--- src/tcl_pkg.sv ---
/*
  Constants, types and carriers of the config/lock block.
  Assumes a same-clock command decoder and a nonvolatile image at powerup.
*/
package tcl_pkg;

  // ----------------------------------------------------------------------
  // Memory banks and word locations
  // ----------------------------------------------------------------------
  localparam logic [1:0] BANK_RESERVED = 2'h0;
  localparam logic [1:0] BANK_EPC      = 2'h1;

  localparam logic [7:0] BITADDR_SAVED_CHECKSUM   = 8'h00;
  localparam logic [7:0] BITADDR_SAVED_PC         = 8'h10;
  localparam logic [7:0] WORD_SAVED_CHECKSUM      = BITADDR_SAVED_CHECKSUM >> 4;
  localparam logic [7:0] WORD_SAVED_PC            = BITADDR_SAVED_PC >> 4;
  localparam logic [7:0] WORD_USER_CONFIG         = 8'h04;
  localparam logic [7:0] WORD_TUNING_VALUE        = 8'h14;
  localparam logic [7:0] WORD_PW_LAST             = 8'h03;

  // ----------------------------------------------------------------------
  // Field positions
  // ----------------------------------------------------------------------
  localparam int CFG_SHORT_RANGE_POS = 4;
  localparam int CFG_MAP_SEL_POS     = 3;
  localparam int CFG_TUNE_DIS_POS    = 0;
  localparam int PC_LEN_MSB          = 15;
  localparam int PC_LEN_LSB          = 11;
  localparam int PC_USER_FLAG_POS    = 10;
  localparam int PC_EXT_FLAG_POS     = 9;
  localparam int PC_TOGGLE_POS       = 8;
  localparam int PC_AFC_MSB          = 7;
  localparam int LOCK_KILL_MASK_MSB  = 19;
  localparam int LOCK_ACC_MASK_MSB   = 17;
  localparam int LOCK_KILL_ACT_MSB   = 9;
  localparam int LOCK_ACC_ACT_MSB    = 7;

  // ----------------------------------------------------------------------
  // Reset values, codes and sizes
  // ----------------------------------------------------------------------
  localparam logic [15:0] PC_DEFAULT_NO_USER  = 16'h3000;
  localparam logic [15:0] PC_DEFAULT_USER     = 16'h3400;
  localparam logic [4:0]  PC_LEN_DEFAULT      = 5'h06;
  localparam logic [7:0]  ERR_NOT_SUPPORTED   = 8'h01;
  localparam logic [7:0]  ERR_MEM_LOCKED      = 8'h04;
  localparam logic [7:0]  ERR_OTHER           = 8'h00;
  localparam logic [1:0]  RANGE_NORMAL        = 2'h0;
  localparam logic [1:0]  RANGE_TOGGLE        = 2'h1;
  localparam logic [1:0]  RANGE_SHORT         = 2'h2;
  localparam logic [2:0]  TUNE_MIDRANGE       = 3'h2;
  localparam logic [15:0] CRC_PRESET          = 16'hFFFF;
  localparam logic [15:0] CRC_POLY            = 16'h1021;
  localparam int          EPC_WORDS_MAX       = 8;
  localparam logic [4:0]  EPC_WORDS_BIG_MAP   = 5'h08;
  localparam logic [4:0]  EPC_WORDS_SMALL_MAP = 5'h06;

  // ----------------------------------------------------------------------
  // Carriers
  // ----------------------------------------------------------------------
  typedef enum logic [1:0] {OP_READ, OP_WRITE, OP_LOCK, OP_UNTRACE} tcl_op_t;

  typedef struct packed {
    logic        valid;
    tcl_op_t     op;
    logic [1:0]  bank;
    logic [7:0]  word;
    logic [15:0] data;
    logic [19:0] payload;
    logic [1:0]  range;
  } tcl_cmd_t;

  typedef struct packed {
    logic        valid;
    logic        ok;
    logic [7:0]  err;
    logic [15:0] data;
  } tcl_resp_t;

  typedef struct packed {
    logic        short_range_bit;
    logic        map_sel;
    logic        map_frozen;
    logic        tune_disable;
    logic        pw_locked;
    logic        pw_perma;
    logic [15:0] saved_protocol_control;
  } tcl_nv_t;

  typedef struct packed {
    logic        valid;
    logic [19:0] payload;
  } tcl_lock_t;

  localparam tcl_nv_t NV_FACTORY = '{short_range_bit: 1'b0, map_sel: 1'b0,
    map_frozen: 1'b0, tune_disable: 1'b0, pw_locked: 1'b0, pw_perma: 1'b0,
    saved_protocol_control: PC_DEFAULT_USER};

endpackage : tcl_pkg

--- src/tcl_config_lock.sv ---
/*
  Tag configuration and password lock logic, powerup checksum and
  protocol-control word layout.
  Assumes same-clock decoded commands and secured state; stable
  nonvolatile image and EPC words during powerup.
*/
//
// Operation
// - Payloads A0000, F0140 unlock password for open or secured access.
// - Payload A0280: password access only when secured.
// - Payload F03C0 refuses all later password access.
// - One Lock may also lock other banks when password pairs match.
// - Invalid Lock payload changes nothing; reply error not supported.
// - Short-range bit changes only when secured with nonzero password.
// - Short-range bit factory zero; one asserts reduced sensitivity.
// - Untraceable range 10 stores one, 00 stores zero, when authorised.
// - Range 01 keeps stored bit, inverts it through volatile flag.
// - Map bit one: 128-bit EPC, no user; zero: 96-bit EPC, 32-bit user.
// - Map bit written once, secured only; later writes keep it.
// - Any accepted Lock permanently freezes the map bit.
// - Tuning-disable one forces midrange capacitance; zero re-enables.
// - Word 14h read returns powerup tuning value; writes ignored.
// - Tuning codes 0..4 mean -100, -40, 0, +40, +100 fF.
// - Readback shows chosen tuning value even while tuning disabled.
// - EPC bank: checksum at 00h, protocol-control at 10h, EPC from 20h.
// - Every powerup recomputes checksum over PC and L-sized EPC.
// - Length bits 10h-14h writable, default selects 96-bit EPC.
// - User-memory flag reads 0 without user memory, 1 with it.
// - Extended-PC flag fixed zero; no extended word provided.
// - Toggle bit writable; spare bits zero at 0, family code at 1.
// - Secured state entered only after correct Access sequence.
// - Word 4 rewrites accepted but committed map bit kept.
`timescale 1ns/1ps

module tcl_config_lock
  import tcl_pkg::*;
#(
  parameter int EPC_WORDS = tcl_pkg::EPC_WORDS_MAX
) (
  // Clock and powerup reset
  input  wire logic                      clk_sys_in,
  input  wire logic                      reset_n_in,
  // Decoded reader commands and tag state
  input  wire tcl_pkg::tcl_cmd_t         cmd_in,
  input  wire logic                      secured_in,
  input  wire logic                      access_pw_nonzero_in,
  // Nonvolatile image and EPC contents
  input  wire tcl_pkg::tcl_nv_t          nv_image_in,
  input  wire logic [EPC_WORDS*16-1:0]   epc_words_in,
  // Analog tuner result
  input  wire logic [2:0]                tune_code_in,
  // Replies and forwarded actions
  output tcl_pkg::tcl_resp_t             resp_out,
  output logic                           pw_grant_out,
  output tcl_pkg::tcl_lock_t             lock_fwd_out,
  output tcl_pkg::tcl_nv_t               nv_image_out,
  output logic [15:0]                    saved_checksum_out,
  output logic                           ready_out,
  // Analog and memory-map controls
  output logic                           reduced_sens_out,
  output logic                           tune_disable_out,
  output logic [2:0]                     cap_code_out,
  output logic                           epc_128_out,
  output logic                           user_mem_out
);
  import tcl_pkg::*;

  // ----------------------------------------------------------------------
  // Powerup sequence
  // ----------------------------------------------------------------------
  typedef enum logic [1:0] {ST_LOAD, ST_CRC, ST_RUN} tcl_state_t;

  tcl_state_t  state;
  tcl_nv_t     nv;
  logic        sr_invert;
  logic [2:0]  tune_meta;
  logic [2:0]  tune_sync;
  logic [2:0]  tune_value;
  logic [15:0] crc;
  logic [4:0]  crc_idx;
  logic [4:0]  crc_words;

  function automatic logic [15:0] crc_word(input logic [15:0] c, input logic [15:0] d);
    logic [15:0] r;
    r = c;
    for (int i = 15; i >= 0; i--) begin
      if (r[15] ^ d[i]) begin
        r = {r[14:0], 1'b0} ^ CRC_POLY;
      end else begin
        r = {r[14:0], 1'b0};
      end
    end
    return r;
  endfunction : crc_word

  // Length field clamped to what the chosen map can hold
  always_comb begin
    crc_words = nv.saved_protocol_control[PC_LEN_MSB:PC_LEN_LSB];
    if (nv.map_sel && crc_words > EPC_WORDS_BIG_MAP) begin
      crc_words = EPC_WORDS_BIG_MAP;
    end else if (!nv.map_sel && crc_words > EPC_WORDS_SMALL_MAP) begin
      crc_words = EPC_WORDS_SMALL_MAP;
    end
  end

  // Tuner output is analog-side, so it is synchronised first
  always_ff @(posedge clk_sys_in or negedge reset_n_in) begin
    if (!reset_n_in) begin
      tune_meta <= TUNE_MIDRANGE;
      tune_sync <= TUNE_MIDRANGE;
    end else begin
      tune_meta <= tune_code_in;
      tune_sync <= tune_meta;
    end
  end

  always_ff @(posedge clk_sys_in or negedge reset_n_in) begin
    if (!reset_n_in) begin
      state   <= ST_LOAD;
      crc     <= CRC_PRESET;
      crc_idx <= '0;
    end else begin
      case (state)
        ST_LOAD: begin
          crc     <= crc_word(CRC_PRESET, nv_image_in.saved_protocol_control);
          crc_idx <= '0;
          state   <= ST_CRC;
        end
        ST_CRC: begin
          if (crc_idx >= crc_words || crc_idx >= 5'(EPC_WORDS)) begin
            state <= ST_RUN;
          end else begin
            crc     <= crc_word(crc, epc_words_in[(EPC_WORDS-1-int'(crc_idx))*16 +: 16]);
            crc_idx <= crc_idx + 5'h01;
          end
        end
        ST_RUN: begin
          state <= ST_RUN;
        end
        default: begin
          state <= ST_LOAD;
        end
      endcase
    end
  end

  always_ff @(posedge clk_sys_in or negedge reset_n_in) begin
    if (!reset_n_in) begin
      saved_checksum_out <= '0;
      ready_out          <= 1'b0;
      tune_value         <= TUNE_MIDRANGE;
    end else begin
      if (!ready_out) begin
        tune_value <= tune_sync;
      end
      if (state == ST_CRC && (crc_idx >= crc_words || crc_idx >= 5'(EPC_WORDS))) begin
        saved_checksum_out <= ~crc;
        ready_out          <= 1'b1;
      end
    end
  end

  // ----------------------------------------------------------------------
  // Command decode
  // ----------------------------------------------------------------------
  logic       cmd_go;
  logic       is_pw_word;
  logic       pw_ok;
  logic       auth_ok;
  logic       lock_valid;
  logic [1:0] kill_mask;
  logic [1:0] acc_mask;
  logic [1:0] kill_act;
  logic [1:0] acc_act;
  logic [15:0] cfg_word;
  logic [15:0] pc_word;

  assign cmd_go     = cmd_in.valid && state == ST_RUN;
  assign is_pw_word = cmd_in.bank == BANK_RESERVED && cmd_in.word <= WORD_PW_LAST;
  // Secured only reachable through the engine's Access sequence
  assign auth_ok    = secured_in && access_pw_nonzero_in;
  assign pw_ok      = nv.pw_perma ? !nv.pw_locked : (!nv.pw_locked || secured_in);
  assign kill_mask  = cmd_in.payload[LOCK_KILL_MASK_MSB -: 2];
  assign acc_mask   = cmd_in.payload[LOCK_ACC_MASK_MSB -: 2];
  assign kill_act   = cmd_in.payload[LOCK_KILL_ACT_MSB -: 2];
  assign acc_act    = cmd_in.payload[LOCK_ACC_ACT_MSB -: 2];
  assign lock_valid = kill_mask == acc_mask && kill_act == acc_act;

  always_comb begin
    cfg_word = '0;
    cfg_word[CFG_SHORT_RANGE_POS] = nv.short_range_bit;
    cfg_word[CFG_MAP_SEL_POS]     = nv.map_sel;
    cfg_word[CFG_TUNE_DIS_POS]    = nv.tune_disable;
    pc_word = nv.saved_protocol_control;
    pc_word[PC_USER_FLAG_POS] = !nv.map_sel;
    pc_word[PC_EXT_FLAG_POS]  = 1'b0;
  end

  // ----------------------------------------------------------------------
  // Stored configuration
  // ----------------------------------------------------------------------
  always_ff @(posedge clk_sys_in or negedge reset_n_in) begin
    if (!reset_n_in) begin
      nv <= NV_FACTORY;
    end else if (state == ST_LOAD) begin
      nv <= nv_image_in;
    end else if (cmd_go) begin
      case (cmd_in.op)
        OP_WRITE: begin
          if (cmd_in.bank == BANK_RESERVED && cmd_in.word == WORD_USER_CONFIG && secured_in
              && (auth_ok || cmd_in.data[CFG_SHORT_RANGE_POS] == nv.short_range_bit)) begin
            nv.short_range_bit <= cmd_in.data[CFG_SHORT_RANGE_POS];
            nv.tune_disable    <= cmd_in.data[CFG_TUNE_DIS_POS];
            if (!nv.map_frozen) begin
              nv.map_sel    <= cmd_in.data[CFG_MAP_SEL_POS];
              nv.map_frozen <= 1'b1;
            end
          end else if (cmd_in.bank == BANK_EPC && cmd_in.word == WORD_SAVED_PC) begin
            nv.saved_protocol_control[PC_LEN_MSB:PC_LEN_LSB] <= cmd_in.data[PC_LEN_MSB:PC_LEN_LSB];
            nv.saved_protocol_control[PC_TOGGLE_POS] <= cmd_in.data[PC_TOGGLE_POS];
            nv.saved_protocol_control[PC_AFC_MSB:0] <=
              cmd_in.data[PC_TOGGLE_POS] ? cmd_in.data[PC_AFC_MSB:0] : '0;
          end
        end
        OP_LOCK: begin
          if (lock_valid && !(nv.pw_perma && kill_mask != 2'h0)) begin
            nv.map_frozen <= 1'b1;
            if (kill_mask[1]) begin
              nv.pw_locked <= kill_act[1];
            end
            if (kill_mask[0]) begin
              nv.pw_perma <= kill_act[0];
            end
          end
        end
        OP_UNTRACE: begin
          if (auth_ok && cmd_in.range == RANGE_SHORT) begin
            nv.short_range_bit <= 1'b1;
          end else if (auth_ok && cmd_in.range == RANGE_NORMAL) begin
            nv.short_range_bit <= 1'b0;
          end
        end
        default: begin
          nv <= nv;
        end
      endcase
    end
  end

  // Volatile inversion, lost with power
  always_ff @(posedge clk_sys_in or negedge reset_n_in) begin
    if (!reset_n_in) begin
      sr_invert <= 1'b0;
    end else if (cmd_go && cmd_in.op == OP_UNTRACE && auth_ok && cmd_in.range == RANGE_TOGGLE) begin
      sr_invert <= 1'b1;
    end
  end

  // ----------------------------------------------------------------------
  // Replies and forwarded actions
  // ----------------------------------------------------------------------
  always_ff @(posedge clk_sys_in or negedge reset_n_in) begin
    if (!reset_n_in) begin
      resp_out     <= '0;
      pw_grant_out <= 1'b0;
      lock_fwd_out <= '0;
    end else begin
      resp_out     <= '0;
      pw_grant_out <= 1'b0;
      lock_fwd_out <= '0;
      if (cmd_go) begin
        case (cmd_in.op)
          OP_READ, OP_WRITE: begin
            if (is_pw_word) begin
              resp_out.valid <= 1'b1;
              resp_out.ok    <= pw_ok;
              resp_out.err   <= pw_ok ? ERR_OTHER : ERR_MEM_LOCKED;
              pw_grant_out   <= pw_ok;
            end else if (cmd_in.bank == BANK_RESERVED && cmd_in.word == WORD_USER_CONFIG) begin
              resp_out.valid <= 1'b1;
              resp_out.data  <= cfg_word;
              resp_out.ok    <= cmd_in.op == OP_READ || (secured_in
                                && (auth_ok || cmd_in.data[CFG_SHORT_RANGE_POS] == nv.short_range_bit));
              resp_out.err   <= ERR_MEM_LOCKED;
            end else if (cmd_in.bank == BANK_RESERVED && cmd_in.word == WORD_TUNING_VALUE) begin
              resp_out.valid <= 1'b1;
              resp_out.ok    <= 1'b1;
              resp_out.data  <= {13'h0000, tune_value};
            end else if (cmd_in.bank == BANK_EPC && cmd_in.word == WORD_SAVED_CHECKSUM) begin
              resp_out.valid <= 1'b1;
              resp_out.ok    <= cmd_in.op == OP_READ;
              resp_out.err   <= ERR_MEM_LOCKED;
              resp_out.data  <= saved_checksum_out;
            end else if (cmd_in.bank == BANK_EPC && cmd_in.word == WORD_SAVED_PC) begin
              resp_out.valid <= 1'b1;
              resp_out.ok    <= 1'b1;
              resp_out.data  <= pc_word;
            end
          end
          OP_LOCK: begin
            resp_out.valid <= 1'b1;
            resp_out.ok    <= lock_valid && !(nv.pw_perma && kill_mask != 2'h0);
            resp_out.err   <= lock_valid ? ERR_MEM_LOCKED : ERR_NOT_SUPPORTED;
            lock_fwd_out.valid   <= lock_valid && !(nv.pw_perma && kill_mask != 2'h0);
            lock_fwd_out.payload <= cmd_in.payload;
          end
          OP_UNTRACE: begin
            resp_out.valid <= 1'b1;
            resp_out.ok    <= auth_ok;
            resp_out.err   <= ERR_OTHER;
          end
          default: begin
            resp_out <= '0;
          end
        endcase
      end
    end
  end

  // ----------------------------------------------------------------------
  // Analog and map controls
  // ----------------------------------------------------------------------
  always_ff @(posedge clk_sys_in or negedge reset_n_in) begin
    if (!reset_n_in) begin
      reduced_sens_out <= 1'b0;
      tune_disable_out <= 1'b0;
      cap_code_out     <= TUNE_MIDRANGE;
      epc_128_out      <= 1'b0;
      user_mem_out     <= 1'b1;
      nv_image_out     <= NV_FACTORY;
    end else begin
      reduced_sens_out <= nv.short_range_bit ^ sr_invert;
      tune_disable_out <= nv.tune_disable;
      // Applied step is midrange when disabled, code 2 is no change
      cap_code_out     <= nv.tune_disable ? TUNE_MIDRANGE : tune_value;
      epc_128_out      <= nv.map_sel;
      user_mem_out     <= !nv.map_sel;
      nv_image_out     <= nv;
    end
  end

endmodule : tcl_config_lock

--- config.mk ---
export PLATFORM = sky130hd
export DESIGN_NAME = tcl_config_lock
export DESIGN_NICKNAME = d
export VERILOG_FILES = /design/src/tcl_pkg.sv /design/src/tcl_config_lock.sv
export SDC_FILE = /design/constraint.sdc
export NUM_CORES = 1
export LEC_CHECK = 0
export ABC_AREA = 1
export BUFFER_PORTS_ARGS = -buffer_cell sky130_fd_sc_hd__buf_2
export CORE_UTILIZATION = 51
export DETAILED_ROUTE_END_ITERATION = 12
export GPL_TIMING_DRIVEN = 0
export HOLD_SLACK_MARGIN = 0.08
export PLACE_DENSITY = 0.79
export SYNTH_ARGS = -nofsm -noshare
export SYNTH_HDL_FRONTEND = slang
export SYNTH_SLANG_ARGS = --single-unit
--- constraint.sdc ---
create_clock -name clk_sys_in -period 3.1 [get_ports clk_sys_in]
set_input_delay 0.93 -clock clk_sys_in [delete_from_list [all_inputs] [get_ports clk_sys_in]]
set_output_delay 0.93 -clock clk_sys_in [all_outputs]
set_load 0.01 [all_outputs]
**Word-level counts from Yosys, hierarchy flattened**

Index checks and enable logic that the tools add are counted.

- Word-level logic and storage cells: 311
- RAM bits: 0
- Output and inout port bits: 94
- Bits in registers: 147
- Bits in read-only memories: 0
- Input port bits: 208
- Memories: 0
- Bits in latches: 0

- $lt $le $gt $ge: 5
- Div/mod/pow operators: 0
- Bitwise operators: 64
- $mul: 0
- Shifts and indexed selects: 1
- Eq/ne operators: 21
- Muxes and demuxes: 130
- $add $sub $neg: 2
- Reductions and logical operators: 54

Operators by type and width:

| cell | number |
|---|---|
| 16-bit 2-to-1 mux | 51 |
| 13-bit 2-to-1 mux | 32 |
| 128-bit by 10-bit variable part select with 16-bit output | 1 |
| 3-bit NOT | 31 |
| 26-bit 2-to-1 mux | 2 |
| 22-bit 2-to-1 mux | 2 |
| 21-bit 2-to-1 mux | 2 |
| 16-bit one-hot mux with 2 select lines | 1 |
| 1-bit bitwise XOR | 32 |
| 5-bit 2-to-1 mux | 6 |
| 10-bit one-hot mux with 3 select lines | 1 |
| 9-bit 2-to-1 mux | 3 |
| 4-bit AND reduction | 6 |
| 1-bit logical AND | 21 |
| 2-bit nonzero test | 10 |
| 16-bit NOT | 1 |
| 3-bit 2-to-1 mux | 5 |
| 2-bit 2-to-1 mux | 7 |
| 1-bit 2-to-1 mux | 11 |
| 10-bit 2-to-1 mux | 1 |
| 5-bit one-hot mux with 2 select lines | 1 |
| 2-bit by 1-bit == test with 1-bit output (second input constant) | 4 |
| 2-bit == test (second input constant) | 4 |
| 8-bit by 1-bit == test with 1-bit output (second input constant) | 1 |
| other kinds (27) | 41 |

**Longest topological paths before layout**

Gate-level depths: netlist of the first run.

- Depth in word-level cells: 68
- Mapped depth: 21
- Depth with buffers taken out: 19

**Worst setup path before layout of the first run**

No wires, ideal clock.

- Kind: flip-flop to flip-flop
- From: register nv[15] in the netlist's numbering
- To: register crc_idx[4]
- Slack: 0.432 ns
- Arrival time: 2.527 ns
- Data required time: 2.959 ns
- Buffers on the path: 0
- Period minus slack after synthesis: 2.668 ns
- Cell stages (with the launch flop): 17
- Library setup time: 0.141 ns
- Cells stage by stage: dfrtp_1 -> o41ai_1 -> nor2_1 -> inv_1 -> o21ai_0 -> ha_1 -> a21boi_0 -> o21ai_1 -> nand2_1 -> a21oi_1 -> o21ai_1 -> nor2_1 -> nor2_4 -> nor3_1 -> nand2_1 -> nor2_1 -> nor3_1

- Word-level cells in the longest chain between the ends: 8
- Elaborated cells between the ends (all ways): 10
- Those cells by class: 3 x order compare; 1 x eq/ne; 2 x mux; 4 x reduce/logical

Ends and longest elaborated chain:

| what | RTL line | text |
|---|---|---|
| start, declared | tcl_config_lock.sv:74 | `tcl_nv_t nv;` |
| start signal, assigned | tcl_config_lock.sv:206 | `nv <= nv_image_in;` |
| start signal, assigned | tcl_config_lock.sv:244 | `nv <= nv;` |
| 5-bit by 3-bit > comparator with 1-bit output | tcl_config_lock.sv:101 | `end else if (!nv.map_sel && crc_words > EPC_WORDS_SMALL_MAP) begin` |
| 1-bit logical AND | tcl_config_lock.sv:101 |  |
| 5-bit 2-to-1 mux | tcl_config_lock.sv:101 |  |
| 5-bit 2-to-1 mux (*) | tcl_config_lock.sv:99 | `if (nv.map_sel && crc_words > EPC_WORDS_BIG_MAP) begin` |
| 5-bit >= comparator (*) | tcl_config_lock.sv:130 | `if (crc_idx >= crc_words \|\| crc_idx >= 5'(EPC_WORDS)) begin` |
| 1-bit logical OR (*) | tcl_config_lock.sv:130 |  |
| 2-bit != test (no line) (*) | -- |  |
| 2-bit AND reduction (no line) (*) | -- |  |
| end signal, assigned | tcl_config_lock.sv:134 | `crc_idx <= crc_idx + 5'h01;` |
| end, declared | tcl_config_lock.sv:80 | `logic [4:0] crc_idx;` |

Mark *: on every way between the ends. The rest lies on a longest branch, timed or not.
A chain may end at the register's enable or synchronous reset.

**Worst setup path after layout of the first run**

- From: register nv[13] in the netlist's numbering
- To: register crc_idx[4]

Same word-level chain as after synthesis.

==> impl_table.tex, run 1 <==
\begin{tabular}{lr}
\hline
Metric & Value \\
\hline
\multicolumn{2}{l}{\textbf{Status}} \\
Status & complete, no violations \\
\multicolumn{2}{l}{\textbf{Yosys}} \\
Post-synth cell types & 53 \\
Post-synth top area cell & sky130\_fd\_sc\_hd\_\_dfrtp\_1 \\
Yosys synthesis warning count & 0 \\
Post-Synthesis Cell Area & roughly 0.0086 mm2 \\
Fraction of the yosys area taken by sequential cells & 41.66\% \\
Leading register cell type out of synthesis & sky130\_fd\_sc\_hd\_\_dfrtp\_1 \\
Synth Area per Inst & roughly 7.3 um2 \\
Share of synthesized flip-flops with an asynchronous set or reset & between 90\% and 100\% \\
Top area cells in the synthesized netlist & sky130\_fd\_sc\_hd\_\_dfrtp\_1 (33\%), sky130\_fd\_sc\_hd\_\_nand2\_1 (11\%), sky130\_fd\_sc\_hd\_\_dfstp\_2 (8.3\%) \\
EDFF count, synth & 0 \\
Flip-flop and latch count after synthesis & $\sim$140 \\
Cell count after synthesis & about 1200 \\
Top cell types by occurrence after synthesis & sky130\_fd\_sc\_hd\_\_nand2\_1 (247), sky130\_fd\_sc\_hd\_\_nor2\_1 (172), sky130\_fd\_sc\_hd\_\_inv\_1 (128), sky130\_fd\_sc\_hd\_\_dfrtp\_1 (114), sky130\_fd\_sc\_hd\_\_nand3\_1 (100) \\
Post-synth top area share & about 33\% \\
Cell with the most instances after synthesis & sky130\_fd\_sc\_hd\_\_nand2\_1 \\
\multicolumn{2}{l}{\textbf{Worst hold path}} \\
Worst min path class & flip-flop to flip-flop \\
Startpoint of the lowest-slack hold path & tune\_meta[2] \\
Hold path depth & 0 \\
Worst Hold Path EP & tune\_sync[2] \\
\multicolumn{2}{l}{\textbf{Setup path}} \\
Reg-to-Reg Start & nv[13] \\
Worst Path Class, Setup & flip-flop to flip-flop \\
Critical Path Sink Type & flip-flop \\
Crit Path Max Fanout & 6 \\
Critical Path RT & 3.37 ns \\
Worst reg-to-reg setup slack & between 0.15 and 0.2 ns \\
Worst reg2reg path depth & 16 \\
Endpoint of the most critical register-to-register path & crc\_idx[4] \\
Data arrival at the endpoint of the critical path & roughly 3.2 ns \\
CP startpoint kind & flip-flop \\
\multicolumn{2}{l}{\textbf{Clock network}} \\
Max H-tree Level & 4 \\
Clock net sink count & 141 \\
CTS clk-pin slew, worst paths & approximately 0.060 ns \\
Number of hold-repair buffers added at the cts stage & 0 \\
Number of buffers created by CTS & 17 \\
Clock Tree Buf Depth & 2 \\
CTS root buf & sky130\_fd\_sc\_hd\_\_clkbuf\_16 \\
CTS tree & done \\
Skew-Pair Late Insertion Delay & $\sim$0.43 ns \\
\multicolumn{2}{l}{\textbf{Layout}} \\
Filler Cell Count & about 1400 \\
Final net count & $\sim$1700 \\
Fraction of final layout cells with drive strength greater than 1 & approximately 29\% \\
Post-layout utilization of the core & between 60\% and 70\% \\
Area growth from synthesis to final layout & 28.61\% \\
\multicolumn{2}{l}{\textbf{Floorplanning}} \\
Row cnt & 46 \\
Die area & approximately 0.017 mm2 \\
Height of the die & 131.5 um \\
Effective utilization at floorplan & roughly 53\% \\
Io pins & between 300 and 400 \\
Overall die width & roughly 130 um \\
CORE AREA & around 0.016 mm2 \\
\multicolumn{2}{l}{\textbf{Job}} \\
Count of maximum capacitance violations & 0 \\
\multicolumn{2}{l}{\textbf{Drt}} \\
Via count & roughly 9300 \\
DRC Markers & 0 \\
Routed length per placed instance & about 17 um \\
Vias per cell & about 5.4 \\
Wirelength, routed & 29.24 mm \\
Antenna-violating nets left & 0 \\
1st-iter DRT viols & between 900 and 1000 \\
Count of TritonRoute iterations in the first routing pass & 5 \\
\multicolumn{2}{l}{\textbf{Placement}} \\
Pre-CTS WS & -0.2646 ns \\
Count of port buffers added during placement & between 200 and 300 \\
Final RePlAce weighted congestion & 0.9566 \\
Detailed-placement wirelength estimate & roughly 23 mm \\
\multicolumn{2}{l}{\textbf{Timing}} \\
Final Max Tran Viols & 0 \\
Slew at the pin closest to its max-slew limit & $\sim$0.75 ns \\
Final setup violating endpoints & 0 \\
Final hold vios & 0 \\
Worst clock skew on the final layout & roughly 0.0084 ns \\
Summed negative setup slack over all endpoints & 0 ns \\
Hold Worst Slack & 0.3483 ns \\
Share of the clock period used by the worst path after layout & a little over nine tenths \\
Worst relative slew slack & roughly half \\
Post-route setup slack & between 0.15 and 0.2 ns \\
Shortest clock period the worst path allows after layout & $\sim$2.9 ns \\
Achievable frequency & around 340 MHz \\
\multicolumn{2}{l}{\textbf{Global routing}} \\
Tot GR Track Use & between 30\% and 40\% \\
Largest net degree at the start of global routing & just under 90 \\
Via count of the first global-routing pass & 8840 \\
Global-route congestion overflow total & 0 \\
Global-route wire length before repair & $\sim$46 mm \\
Initial antenna violation count & 1 \\
\multicolumn{2}{l}{\textbf{Power and ir drop}} \\
IR Drop Worst-Case VDD & 0.0006157 V \\
Cell leakage power & 5.911 nW \\
Power per cell area & $\sim$1000 mW/mm2 \\
Post-route total power & roughly 11 mW \\
\hline
\end{tabular}
placed cells by master, fill, tap and decap left out, types with 7 or more instances in the layout:
| cell | Yosys | routed |
|---|---|---|
| sky130_fd_sc_hd__buf_2 | 15 | 306 |
| sky130_fd_sc_hd__nand2_1 | 247 | 247 |
| sky130_fd_sc_hd__nor2_1 | 172 | 171 |
| sky130_fd_sc_hd__inv_1 | 128 | 128 |
| sky130_fd_sc_hd__dfrtp_1 | 114 | 112 |
| sky130_fd_sc_hd__nand3_1 | 100 | 100 |
| sky130_fd_sc_hd__o21ai_0 | 80 | 80 |
| sky130_fd_sc_hd__a21oi_1 | 42 | 41 |
| sky130_fd_sc_hd__nand4_1 | 34 | 34 |
| sky130_fd_sc_hd__dfstp_2 | 27 | 27 |
| sky130_fd_sc_hd__clkbuf_1 | 21 | 22 |
| sky130_fd_sc_hd__xor2_1 | 20 | 20 |
| sky130_fd_sc_hd__clkbuf_16 | 0 | 17 |
| sky130_fd_sc_hd__nand2_2 | 16 | 16 |
| sky130_fd_sc_hd__buf_4 | 11 | 15 |
| sky130_fd_sc_hd__o21ai_1 | 14 | 13 |
| sky130_fd_sc_hd__o211ai_1 | 12 | 12 |
| sky130_fd_sc_hd__a31oi_1 | 12 | 12 |
| sky130_fd_sc_hd__ha_1 | 12 | 12 |
| sky130_fd_sc_hd__buf_6 | 9 | 10 |
| sky130_fd_sc_hd__o22ai_1 | 7 | 7 |
| sky130_fd_sc_hd__xnor2_1 | 7 | 7 |
| sky130_fd_sc_hd__conb_1 | 2 | 7 |
sequential cells by signal (all words and copies together), names as in the netlist, 5 cells and up:
signal              cells
crc                    16
crc_idx                 5
lock_fwd_out           21
nv                     19
nv_image_out           20
resp_out               20
saved_checksum_out     16
critical path, stage by stage (launching register included):
cell	delay [ns]
sky130_fd_sc_hd__dfstp_2	0.62
sky130_fd_sc_hd__nand3_1	0.09
sky130_fd_sc_hd__a21oi_1	0.21
sky130_fd_sc_hd__o21ai_0	0.12
sky130_fd_sc_hd__ha_1	0.27
sky130_fd_sc_hd__a21boi_0	0.13
sky130_fd_sc_hd__o21ai_1	0.13
sky130_fd_sc_hd__nand2_1	0.08
sky130_fd_sc_hd__a21oi_2	0.14
sky130_fd_sc_hd__o21ai_2	0.12
sky130_fd_sc_hd__nor2_4	0.19
sky130_fd_sc_hd__nor2_4	0.09
sky130_fd_sc_hd__buf_12	0.18
sky130_fd_sc_hd__nor3_4	0.15
sky130_fd_sc_hd__nand2_1	0.08
sky130_fd_sc_hd__nor2_1	0.10
sky130_fd_sc_hd__nor3_1	0.06
where the power goes:
part	switching [mW]	leakage [nW]	internal [mW]
combinational	4.16	3.90	2.25
clock	0.805	0.271	1.19
sequential	0.551	1.74	2.54
stage by stage:
step	std cells	cell area, um2
2_1_floorplan	1170	8569
3_3_place_gp	1678	10300
3_5_place_dp	1679	10330
4_1_cts	1711	10920
5_1_grt	1716	11000
6_report	1716	11000
how the worst max path moves through the flow:
| stage | from | to | slack (ns) | depth (start not counted) |
|---|---|---|---|---|
| 2_1_floorplan | nv[15] | crc_idx[4] | 0.43 | 16 |
| 3_3_place_gp | reset_n_in | tune_meta[2] | -0.78 | 1 |
| 3_5_place_dp | nv[15] | crc[3] | -0.26 | 15 |
| 4_1_cts | nv[15] | crc_idx[4] | 0.05 | 16 |
| 5_1_grt | nv[13] | crc_idx[4] | -0.03 | 16 |
| 6_report | nv[13] | crc_idx[4] | 0.19 | 16 |
routing by layer:
metal	routed length, um	track usage (%)	vias to the layer above	part of all wire (%)
li1	-	-	4438	-
met1	11440	42.58	4300	39
met2	14270	59.02	512	49
met3	2444	6.173	85	8.4
met4	1082	14.28	0	3.7
met5	0	0	-	0
area by class of cell:
class,instances,area (um2),share of cell area (%)
Antenna cell,1,2.502,0.02276
Multi-Input combinational cell,835,4183,38.04
Clock inverter,13,140.1,1.274
Buffer,58,350.3,3.186
Tap cell,216,270.3,2.458
Inverter,136,515.5,4.688
Clock buffer,19,432.9,3.937
Timing Repair Buffer,297,1538,13.98
Sequential cell,141,3565,32.42
what timing repair did:
item	4_1_cts	5_1_grt
setup buffers	0	4
pin swaps	0	4
gates cloned	0	0
setup endpoints to repair	20	21
resized for setup	6	9
cells by family (layout without fill, tap and decap cells):
family,Yosys count,in the layout,share of synthesized area [%]
flip-flops,141,141,41.66
AND/OR/NAND/NOR,597,597,30.61
adder cells (fa/ha/maj),12,12,1.756
multiplexers,2,2,0.2341
XOR/XNOR,27,27,2.766
AO/OA/AOI/OAI,190,190,12.85
other,2,8,0.08783
buffers and inverters,194,523,10.04
No activity file was read; power rests on OpenSTA's default activity.
==> run 2: changes to the inputs <==
Settings changed: BUFFER_PORTS_ARGS -buffer_cell sky130_fd_sc_hd__buf_2 to -buffer_cell sky130_fd_sc_hd__buf_4, CORE_UTILIZATION 51 to 36, PLACE_DENSITY 0.79 to 0.59, SLEW_MARGIN set to 20.
==> run 2 against run 1 <==
Effect of this change: total power grew 1.3%; final cell count grew 5.9%; combinational power grew 2%; die area grew 41%; non-clock buffer count is the same; core utilization shrank 18 points; clock skew shrank 0.0017 ns; global-route usage shrank 9.2 points; clock power grew 4%; flip-flop and latch count is the same; critical path type is now input port to flip-flop; largest power group unchanged.
==> impl_table.tex, run 2 (synthesized netlist as in run 1, its figures left out) <==
\begin{tabular}{lr}
\hline
Metric & Value \\
\hline
\multicolumn{2}{l}{\textbf{Timing}} \\
Achievable frequency & 345.2 MHz (was 343.6 MHz) \\
Post-route setup slack & 0.2031 ns (was 0.1893 ns) \\
Final Max Tran Viols & 0 (unchanged) \\
Worst relative slew slack & 49.86\% (was 49.89\%) \\
Final setup violating endpoints & 0 (unchanged) \\
Share of the clock period used by the worst path after layout & 93.45\% (was 93.89\%) \\
Slew at the pin closest to its max-slew limit & 0.7493 ns (was 0.7490 ns) \\
Worst clock skew on the final layout & 0.006637 ns (was 0.008383 ns) \\
Final hold vios & 0 (unchanged) \\
Shortest clock period the worst path allows after layout & 2.897 ns (was 2.911 ns) \\
\multicolumn{2}{l}{\textbf{Layout}} \\
Sequential cell area & 0.003563 mm2 (was 0.003565 mm2) \\
Fin area & 0.01186 mm2 (was 0.01100 mm2) \\
Finished Layout Cells & 1818 (was 1716) \\
Most common library cell in the layout ignoring fill and taps & sky130\_fd\_sc\_hd\_\_buf\_4 (was sky130\_fd\_sc\_hd\_\_buf\_2) \\
Antenna cells & 0 (was 1) \\
Max FFs per register & 21 (unchanged) \\
Biggest registers after layout & lock\_fwd\_out: 21 flops, nv\_image\_out: 20 flops, resp\_out: 20 flops (unchanged) \\
Multi-input gate area & 0.004172 mm2 (was 0.004183 mm2) \\
Fraction of final layout cells with drive strength greater than 1 & 29.69\% (was 29.49\%) \\
Area growth from synthesis to final layout & 38.64\% (was 28.61\%) \\
Final net count & 1706 (unchanged) \\
Register name with the most flops & lock\_fwd\_out (unchanged) \\
Highest-count cells in the layout ignoring fill and taps & sky130\_fd\_sc\_hd\_\_buf\_4 (307), sky130\_fd\_sc\_hd\_\_nand2\_1 (247), sky130\_fd\_sc\_hd\_\_nor2\_1 (171) (was sky130\_fd\_sc\_hd\_\_buf\_2 (306), sky130\_fd\_sc\_hd\_\_nand2\_1 (247), sky130\_fd\_sc\_hd\_\_nor2\_1 (171)) \\
Filler Cell Count & 2368 (was 1372) \\
\multicolumn{2}{l}{\textbf{Clock network}} \\
CTS clk-pin slew, worst paths & 0.07 ns (was 0.06 ns) \\
Skew-Pair Late Insertion Delay & 0.43 ns (about the same) \\
Max H-tree Level & 4 (unchanged) \\
Clock Tree Buf Depth & 2 (unchanged) \\
Clock net sink count & 141 (unchanged) \\
Number of buffers created by CTS & 17 (unchanged) \\
CTS tree & done (unchanged) \\
CTS root buf & sky130\_fd\_sc\_hd\_\_clkbuf\_16 (unchanged) \\
\multicolumn{2}{l}{\textbf{Setup path}} \\
Cells along the critical path & buf\_4, nor2\_1, nand2\_1, nor3\_2, nand2\_1, a21boi\_2, clkbuf\_1, nor2\_1, a31oi\_1 (was nand3\_1, a21oi\_1, o21ai\_0, ha\_1, a21boi\_0, o21ai\_1, nand2\_1, a21oi\_2, o21ai\_2, nor2\_4, nor2\_4, buf\_12, nor3\_4, nand2\_1, nor2\_1, nor3\_1) \\
Family of cells with the greatest summed delay on the critical path & simple AND/OR/NAND/NOR gates (was compound AO/OA/AOI/OAI gates) \\
WP buf/inv & 2 (was 1) \\
CP startpoint kind & input port (was flip-flop) \\
Worst Path Class, Setup & input port to flip-flop (was flip-flop to flip-flop) \\
Critical Path Sink Type & flip-flop (unchanged) \\
Crit Path Max Fanout & 10 (was 6) \\
Cell with the biggest individual delay on the critical path & sky130\_fd\_sc\_hd\_\_a21boi\_2 (was sky130\_fd\_sc\_hd\_\_dfstp\_2) \\
Data arrival at the endpoint of the critical path & 3.24 ns (was 3.18 ns) \\
Maximum cell stage delay along the critical path & 0.54 ns (was 0.62 ns) \\
Critical Path RT & 3.45 ns (was 3.37 ns) \\
\multicolumn{2}{l}{\textbf{Power and ir drop}} \\
Clock share of power & 17.7\% (was 17.3\%) \\
Cell Int Power & 6.125 mW (was 5.980 mW) \\
IR Drop Worst-Case VDD & 0.0004634 V (was 0.0006157 V) \\
Comb power frac & 55.9\% (was 55.8\%) \\
Fraction of power spent switching nets & 47.38\% (was 47.96\%) \\
Cell leakage power & 6.124 nW (was 5.911 nW) \\
Power per cell area & 981.9 mW/mm2 (was 1045 mW/mm2) \\
Share of power burned in registers & 26.4\% (was 26.9\%) \\
Switching power & 5.515 mW (was 5.511 mW) \\
\multicolumn{2}{l}{\textbf{Status}} \\
Status & complete, no violations (unchanged) \\
\multicolumn{2}{l}{\textbf{Drt}} \\
Via count & 8949 (was 9335) \\
Wirelength, routed & 30.44 mm (was 29.24 mm) \\
Vias per cell & 4.922 (was 5.440) \\
1st-iter DRT viols & 552 (was 939) \\
Count of TritonRoute iterations in the first routing pass & 5 (unchanged) \\
DRC Markers & 0 (unchanged) \\
Routed length per placed instance & 16.74 um (was 17.04 um) \\
Antenna-violating nets left & 0 (unchanged) \\
\multicolumn{2}{l}{\textbf{Floorplanning}} \\
Die area & 0.02437 mm2 (was 0.01729 mm2) \\
Effective utilization at floorplan & 36.54\% (was 53.06\%) \\
Io pins & 302 (unchanged) \\
Row cnt & 56 (was 46) \\
Height of the die & 156.1 um (was 131.5 um) \\
CORE AREA & 0.02340 mm2 (was 0.01612 mm2) \\
Overall die width & 156.1 um (was 131.5 um) \\
\multicolumn{2}{l}{\textbf{Global routing}} \\
Initial antenna violation count & 0 (was 1) \\
Global-route congestion overflow total & 0 (unchanged) \\
Via count of the first global-routing pass & 8628 (was 8840) \\
Global-route wire length before repair & 46.99 mm (was 46.19 mm) \\
Tot GR Track Use & 25.23\% (was 34.43\%) \\
Largest net degree at the start of global routing & 85 (was 87) \\
\multicolumn{2}{l}{\textbf{Job}} \\
Count of maximum capacitance violations & 0 (unchanged) \\
\multicolumn{2}{l}{\textbf{Worst hold path}} \\
Worst min path class & flip-flop to flip-flop (unchanged) \\
\multicolumn{2}{l}{\textbf{Placement}} \\
Final RePlAce weighted congestion & 0.8923 (was 0.9566) \\
Count of port buffers added during placement & 292 (unchanged) \\
Post-placement cell count & 1782 (was 1679) \\
Detailed-placement wirelength estimate & 24.66 mm (was 22.87 mm) \\
Pre-CTS WS & -0.4320 ns (was -0.2646 ns) \\
Cell area after placement & 0.01120 mm2 (was 0.01033 mm2) \\
\hline
\end{tabular}
[run 2: cell types whose count changed in the layout (fill, tap and decap cells not counted), sizes merged]
cell      delta
buf          +1
bufinv       -1
clkbuf       -3
clkinv       -2
clkinvlp     -2
diode        -1
inv          +7
[run 2: repair_timing]
item / 4_1_cts / 5_1_grt
setup endpoints to repair: 22 / 33
hold buffers: 0 / 0
resized for setup: 5 / 14
setup buffers: 1 / 3
endpoints found under the hold margin: 0 / 0
pin swaps: 1 / 3
[run 2: cell type report]
class                   instances  share of cell area (%)
plain buffers                  58                   2.976
flip-flops and latches        141                   30.06
repair buffers                297                   19.04
well taps                     319                   3.367
clock buffers                  17                   3.588
multi-input cells             835                   35.19
inverters                     136                   4.348
clock inverters                15                   1.435
[run 2: per-layer routing]
layer / global-route usage, % / vias to the layer above / part of all wire [%]
met2: 43.09 / 312 / 48
met3: 4.833 / 26 / 6.3
met5: 0 / - / 0
met4: 5.976 / 0 / 1.5
met1: 32.75 / 4185 / 44
li1: - / 4426 / -
[run 2: power groups by stage]
| stage | Sequential (mW) | Clock (mW) | Combinational [mW] |
|---|---|---|---|
| global placement | 3.09 | 0 | 6.31 |
| detailed placement | 3.10 | 0 | 6.38 |
| floorplan | 2.99 | 0 | 4.32 |
| global route | 3.13 | 2.17 | 7.30 |
| finish | 3.07 | 2.06 | 6.51 |
| CTS | 3.07 | 2.08 | 6.45 |
[run 2: stage by stage]
step	power, mW	setup TNS, ns	hold slack [ns]	utilization, %
2_1_floorplan	7.308	0	0.3312	-
3_3_place_gp	9.395	-8.929	0.3343	47.69
3_5_place_dp	9.487	-9.414	0.3358	47.84
4_1_cts	11.61	-0.006978	0.3517	50.48
5_1_grt	12.61	-0.01115	0.3614	50.66
6_report	11.64	0	0.3527	50.66
[run 2: path summary, 6_finish.rpt]
check                        startpoint                to  slack, ns  cells after the start
setup / recovery             cmd_in[45]            nv[14]       0.20                      9
hold / removal             tune_meta[0]      tune_sync[0]       0.35                      0
setup reg to reg                 nv[15]            crc[8]       0.24                     16
hold reg to reg            tune_meta[0]      tune_sync[0]       0.35                      0
max in group asynchronous    reset_n_in            crc[9]       1.87                      2
min in group asynchronous    reset_n_in  lock_fwd_out[11]       0.42                      1
==> run 3: changes to the inputs <==
Settings changed: SETUP_SLACK_MARGIN set to 0.5.
==> run 3 against run 2 <==
Effect of this change: total power is 3.5% higher; combinational power is 5.1% higher; sequential share of layout area is 0.67 points lower; largest power group unchanged; routed wire length is 2.8% higher.
==> impl_table.tex, run 3 (synthesized netlist as in run 1, its figures left out) <==
\begin{tabular}{lr}
\hline
Metric & Value \\
\hline
\multicolumn{2}{l}{\textbf{Power and ir drop}} \\
Cell leakage power & 6.242 nW (was 6.124 nW) \\
Switching power & 5.610 mW (was 5.515 mW) \\
IR Drop Worst-Case VDD & 0.0004950 V (was 0.0004634 V) \\
Clock share of power & 17.7\% (about the same) \\
Share of power burned in registers & 25.5\% (was 26.4\%) \\
Comb power frac & 56.8\% (was 55.9\%) \\
Post-route total power & 12.05 mW (was 11.64 mW) \\
Cell Int Power & 6.441 mW (was 6.125 mW) \\
Fraction of power spent switching nets & 46.55\% (was 47.38\%) \\
Power per cell area & 993.9 mW/mm2 (was 981.9 mW/mm2) \\
\multicolumn{2}{l}{\textbf{Placement}} \\
Detailed-placement wirelength estimate & 24.98 mm (was 24.66 mm) \\
Count of port buffers added during placement & 292 (unchanged) \\
Final RePlAce weighted congestion & 0.8835 (was 0.8923) \\
Post-placement cell count & 1782 (unchanged) \\
Pre-CTS WS & -0.3161 ns (was -0.4320 ns) \\
\multicolumn{2}{l}{\textbf{Setup path}} \\
Critical Path RT & 3.45 ns (about the same) \\
Cells along the critical path & o41ai\_2, nor2\_1, inv\_1, o21ai\_1, ha\_1, a21boi\_1, o21ai\_1, nand2\_1, a21oi\_2, o21ai\_2, buf\_6, nor2\_4, nor2\_4, buf\_6, a31oi\_1, a22oi\_1 (was buf\_4, nor2\_1, nand2\_1, nor3\_2, nand2\_1, a21boi\_2, clkbuf\_1, nor2\_1, a31oi\_1) \\
Maximum cell stage delay along the critical path & 0.59 ns (was 0.54 ns) \\
Worst Path Class, Setup & flip-flop to flip-flop (was input port to flip-flop) \\
Crit Path Max Fanout & 5 (was 10) \\
Worst reg-to-reg setup slack & 0.38 ns (was 0.24 ns) \\
Endpoint of the most critical register-to-register path & crc[9] (was crc[8]) \\
Data arrival at the endpoint of the critical path & 3.07 ns (was 3.24 ns) \\
Critical Path Sink Type & flip-flop (unchanged) \\
Cell with the biggest individual delay on the critical path & sky130\_fd\_sc\_hd\_\_dfstp\_2 (was sky130\_fd\_sc\_hd\_\_a21boi\_2) \\
CP startpoint kind & flip-flop (was input port) \\
Reg-to-Reg Start & nv[12] (was nv[15]) \\
Worst reg2reg path depth & 16 (unchanged) \\
\multicolumn{2}{l}{\textbf{Floorplanning}} \\
Overall die width & 156.1 um (unchanged) \\
Height of the die & 156.1 um (unchanged) \\
Die area & 0.02437 mm2 (unchanged) \\
CORE AREA & 0.02340 mm2 (unchanged) \\
Row cnt & 56 (unchanged) \\
Io pins & 302 (unchanged) \\
Effective utilization at floorplan & 36.54\% (unchanged) \\
\multicolumn{2}{l}{\textbf{Layout}} \\
Antenna cells & 0 (unchanged) \\
Finished Layout Cells & 1831 (was 1818) \\
Post-layout utilization of the core & 51.81\% (was 50.66\%) \\
Filler Cell Count & 2345 (was 2368) \\
Highest-count cells in the layout ignoring fill and taps & sky130\_fd\_sc\_hd\_\_buf\_4 (319), sky130\_fd\_sc\_hd\_\_nand2\_1 (247), sky130\_fd\_sc\_hd\_\_nor2\_1 (167) (was sky130\_fd\_sc\_hd\_\_buf\_4 (307), sky130\_fd\_sc\_hd\_\_nand2\_1 (247), sky130\_fd\_sc\_hd\_\_nor2\_1 (171)) \\
Biggest registers after layout & lock\_fwd\_out: 21 flops, nv\_image\_out: 20 flops, resp\_out: 20 flops (unchanged) \\
Area growth from synthesis to final layout & 41.81\% (was 38.64\%) \\
Max FFs per register & 21 (unchanged) \\
Register name with the most flops & lock\_fwd\_out (unchanged) \\
Most common library cell in the layout ignoring fill and taps & sky130\_fd\_sc\_hd\_\_buf\_4 (unchanged) \\
Fraction of final layout cells with drive strength greater than 1 & 31.42\% (was 29.69\%) \\
Final net count & 1719 (was 1706) \\
\multicolumn{2}{l}{\textbf{Drt}} \\
DRC Markers & 0 (unchanged) \\
Antenna-violating nets left & 0 (unchanged) \\
Via count & 9145 (was 8949) \\
1st-iter DRT viols & 601 (was 552) \\
Wirelength, routed & 31.29 mm (was 30.44 mm) \\
Count of TritonRoute iterations in the first routing pass & 7 (was 5) \\
Vias per cell & 4.995 (was 4.922) \\
Routed length per placed instance & 17.09 um (was 16.74 um) \\
\multicolumn{2}{l}{\textbf{Worst hold path}} \\
Startpoint of the lowest-slack hold path & tune\_meta[0] (unchanged) \\
Worst Hold Path EP & tune\_sync[0] (unchanged) \\
Worst min path class & flip-flop to flip-flop (unchanged) \\
Hold path depth & 0 (unchanged) \\
\multicolumn{2}{l}{\textbf{Status}} \\
Status & complete, no violations (unchanged) \\
\multicolumn{2}{l}{\textbf{Timing}} \\
Achievable frequency & 367.9 MHz (was 345.2 MHz) \\
Worst clock skew on the final layout & 0.007583 ns (was 0.006637 ns) \\
Summed negative setup slack over all endpoints & 0 ns (unchanged) \\
Slew at the pin closest to its max-slew limit & 0.7204 ns (was 0.7493 ns) \\
Final setup violating endpoints & 0 (unchanged) \\
Worst relative slew slack & 51.80\% (was 49.86\%) \\
Post-route setup slack & 0.3820 ns (was 0.2031 ns) \\
Share of the clock period used by the worst path after layout & 87.68\% (was 93.45\%) \\
Shortest clock period the worst path allows after layout & 2.718 ns (was 2.897 ns) \\
Final hold vios & 0 (unchanged) \\
Setup repair after global routing missed its margin & yes \\
Final Max Tran Viols & 0 (unchanged) \\
\multicolumn{2}{l}{\textbf{Clock network}} \\
Number of hold-repair buffers added at the cts stage & 0 (unchanged) \\
Number of buffers created by CTS & 17 (unchanged) \\
CTS clk-pin slew, worst paths & 0.06 ns (was 0.07 ns) \\
Clock net sink count & 141 (unchanged) \\
Skew-Pair Late Insertion Delay & 0.43 ns (about the same) \\
CTS root buf & sky130\_fd\_sc\_hd\_\_clkbuf\_16 (unchanged) \\
Clock Tree Buf Depth & 2 (unchanged) \\
CTS tree & done (unchanged) \\
Max H-tree Level & 4 (unchanged) \\
\multicolumn{2}{l}{\textbf{Global routing}} \\
Via count of the first global-routing pass & 8733 (was 8628) \\
Global-route wire length before repair & 47.64 mm (was 46.99 mm) \\
Tot GR Track Use & 25.76\% (was 25.23\%) \\
Largest net degree at the start of global routing & 79 (was 85) \\
Initial antenna violation count & 0 (unchanged) \\
Global-route congestion overflow total & 0 (unchanged) \\
\multicolumn{2}{l}{\textbf{Job}} \\
Count of maximum capacitance violations & 0 (unchanged) \\
\hline
\end{tabular}
==> run 3: cell types whose count changed in the layout (fill, tap and decap cells not counted), sizes merged <==
cell | before | now
buf | 335 | 347
clkinv | 2 | 7
bufinv | 1 | 3
clkinvlp | 2 | 1
inv | 146 | 139
clkbuf | 37 | 39
==> run 3: area by class of cell <==
class / instances / area (um2) / area share, %
buffer: 58 / 385.4 / 3.178
inverter: 136 / 519.2 / 4.282
clock buffer: 18 / 429.2 / 3.539
multi-input combinational: 835 / 4283 / 35.32
sequential: 141 / 3563 / 29.39
tap: 319 / 399.1 / 3.292
timing repair buffer: 310 / 2362 / 19.48
clock inverter: 14 / 183.9 / 1.517
==> run 3: worst max path at each step <==
stage	start	end	slack [ns]	depth (start not counted)
5_1_grt	nv[15]	crc[12]	0.23	18
2_1_floorplan	nv[15]	crc_idx[4]	0.53	16
4_1_cts	nv[11]	crc[12]	0.38	18
3_3_place_gp	cmd_in[45]	nv[11]	-0.38	9
3_5_place_dp	cmd_in[45]	nv[11]	-0.32	9
6_report	nv[12]	crc[9]	0.38	16
==> run 3: critical path: cells and delay by family, from the launching register on <==
family	cells	cell delay (ns)
adders and majority gates	1	0.24
and+or+nand+nor	4	0.45
AOI/OAI and AO/OA	8	0.95
DFF	1	0.59
buffers and inverters	3	0.39
==> run 3: metrics by stage <==
stage,hold WS (ns),cell area (um2)
final,0.3551,12130
after global routing,0.3680,12130
after CTS,0.3608,12030
after detailed placement,0.3396,11200
after global placement,0.3352,11160
after floorplan,0.3312,8572
==> run 3: what timing repair did <==
action                     4_1_cts  5_1_grt
buffers inserted                11        6
cloned                           0        0
pin swaps                        7        8
setup endpoints to repair       64       53
resized for setup               41       16
==> run 3: power groups by stage <==
stage	sequential, mW	combinational (mW)	clock (mW)
after detailed placement	3.11	6.37	0
final	3.08	6.84	2.13
after global routing	3.13	7.61	2.24
after CTS	3.07	6.73	2.16
after floorplan	2.99	4.32	0
after global placement	3.09	6.31	0
==> run 3: metal layers <==
layer  wire, um  vias to the layer above  share of wire (%)  track usage, %
li1           -                     4454                  -               -
met1      13530                     4294                 43           32.71
met2      15110                      355                 48           43.98
met3       1985                       42                6.3           4.583
met4        667                        0                2.1           8.637
met5          0                        -                  0               0
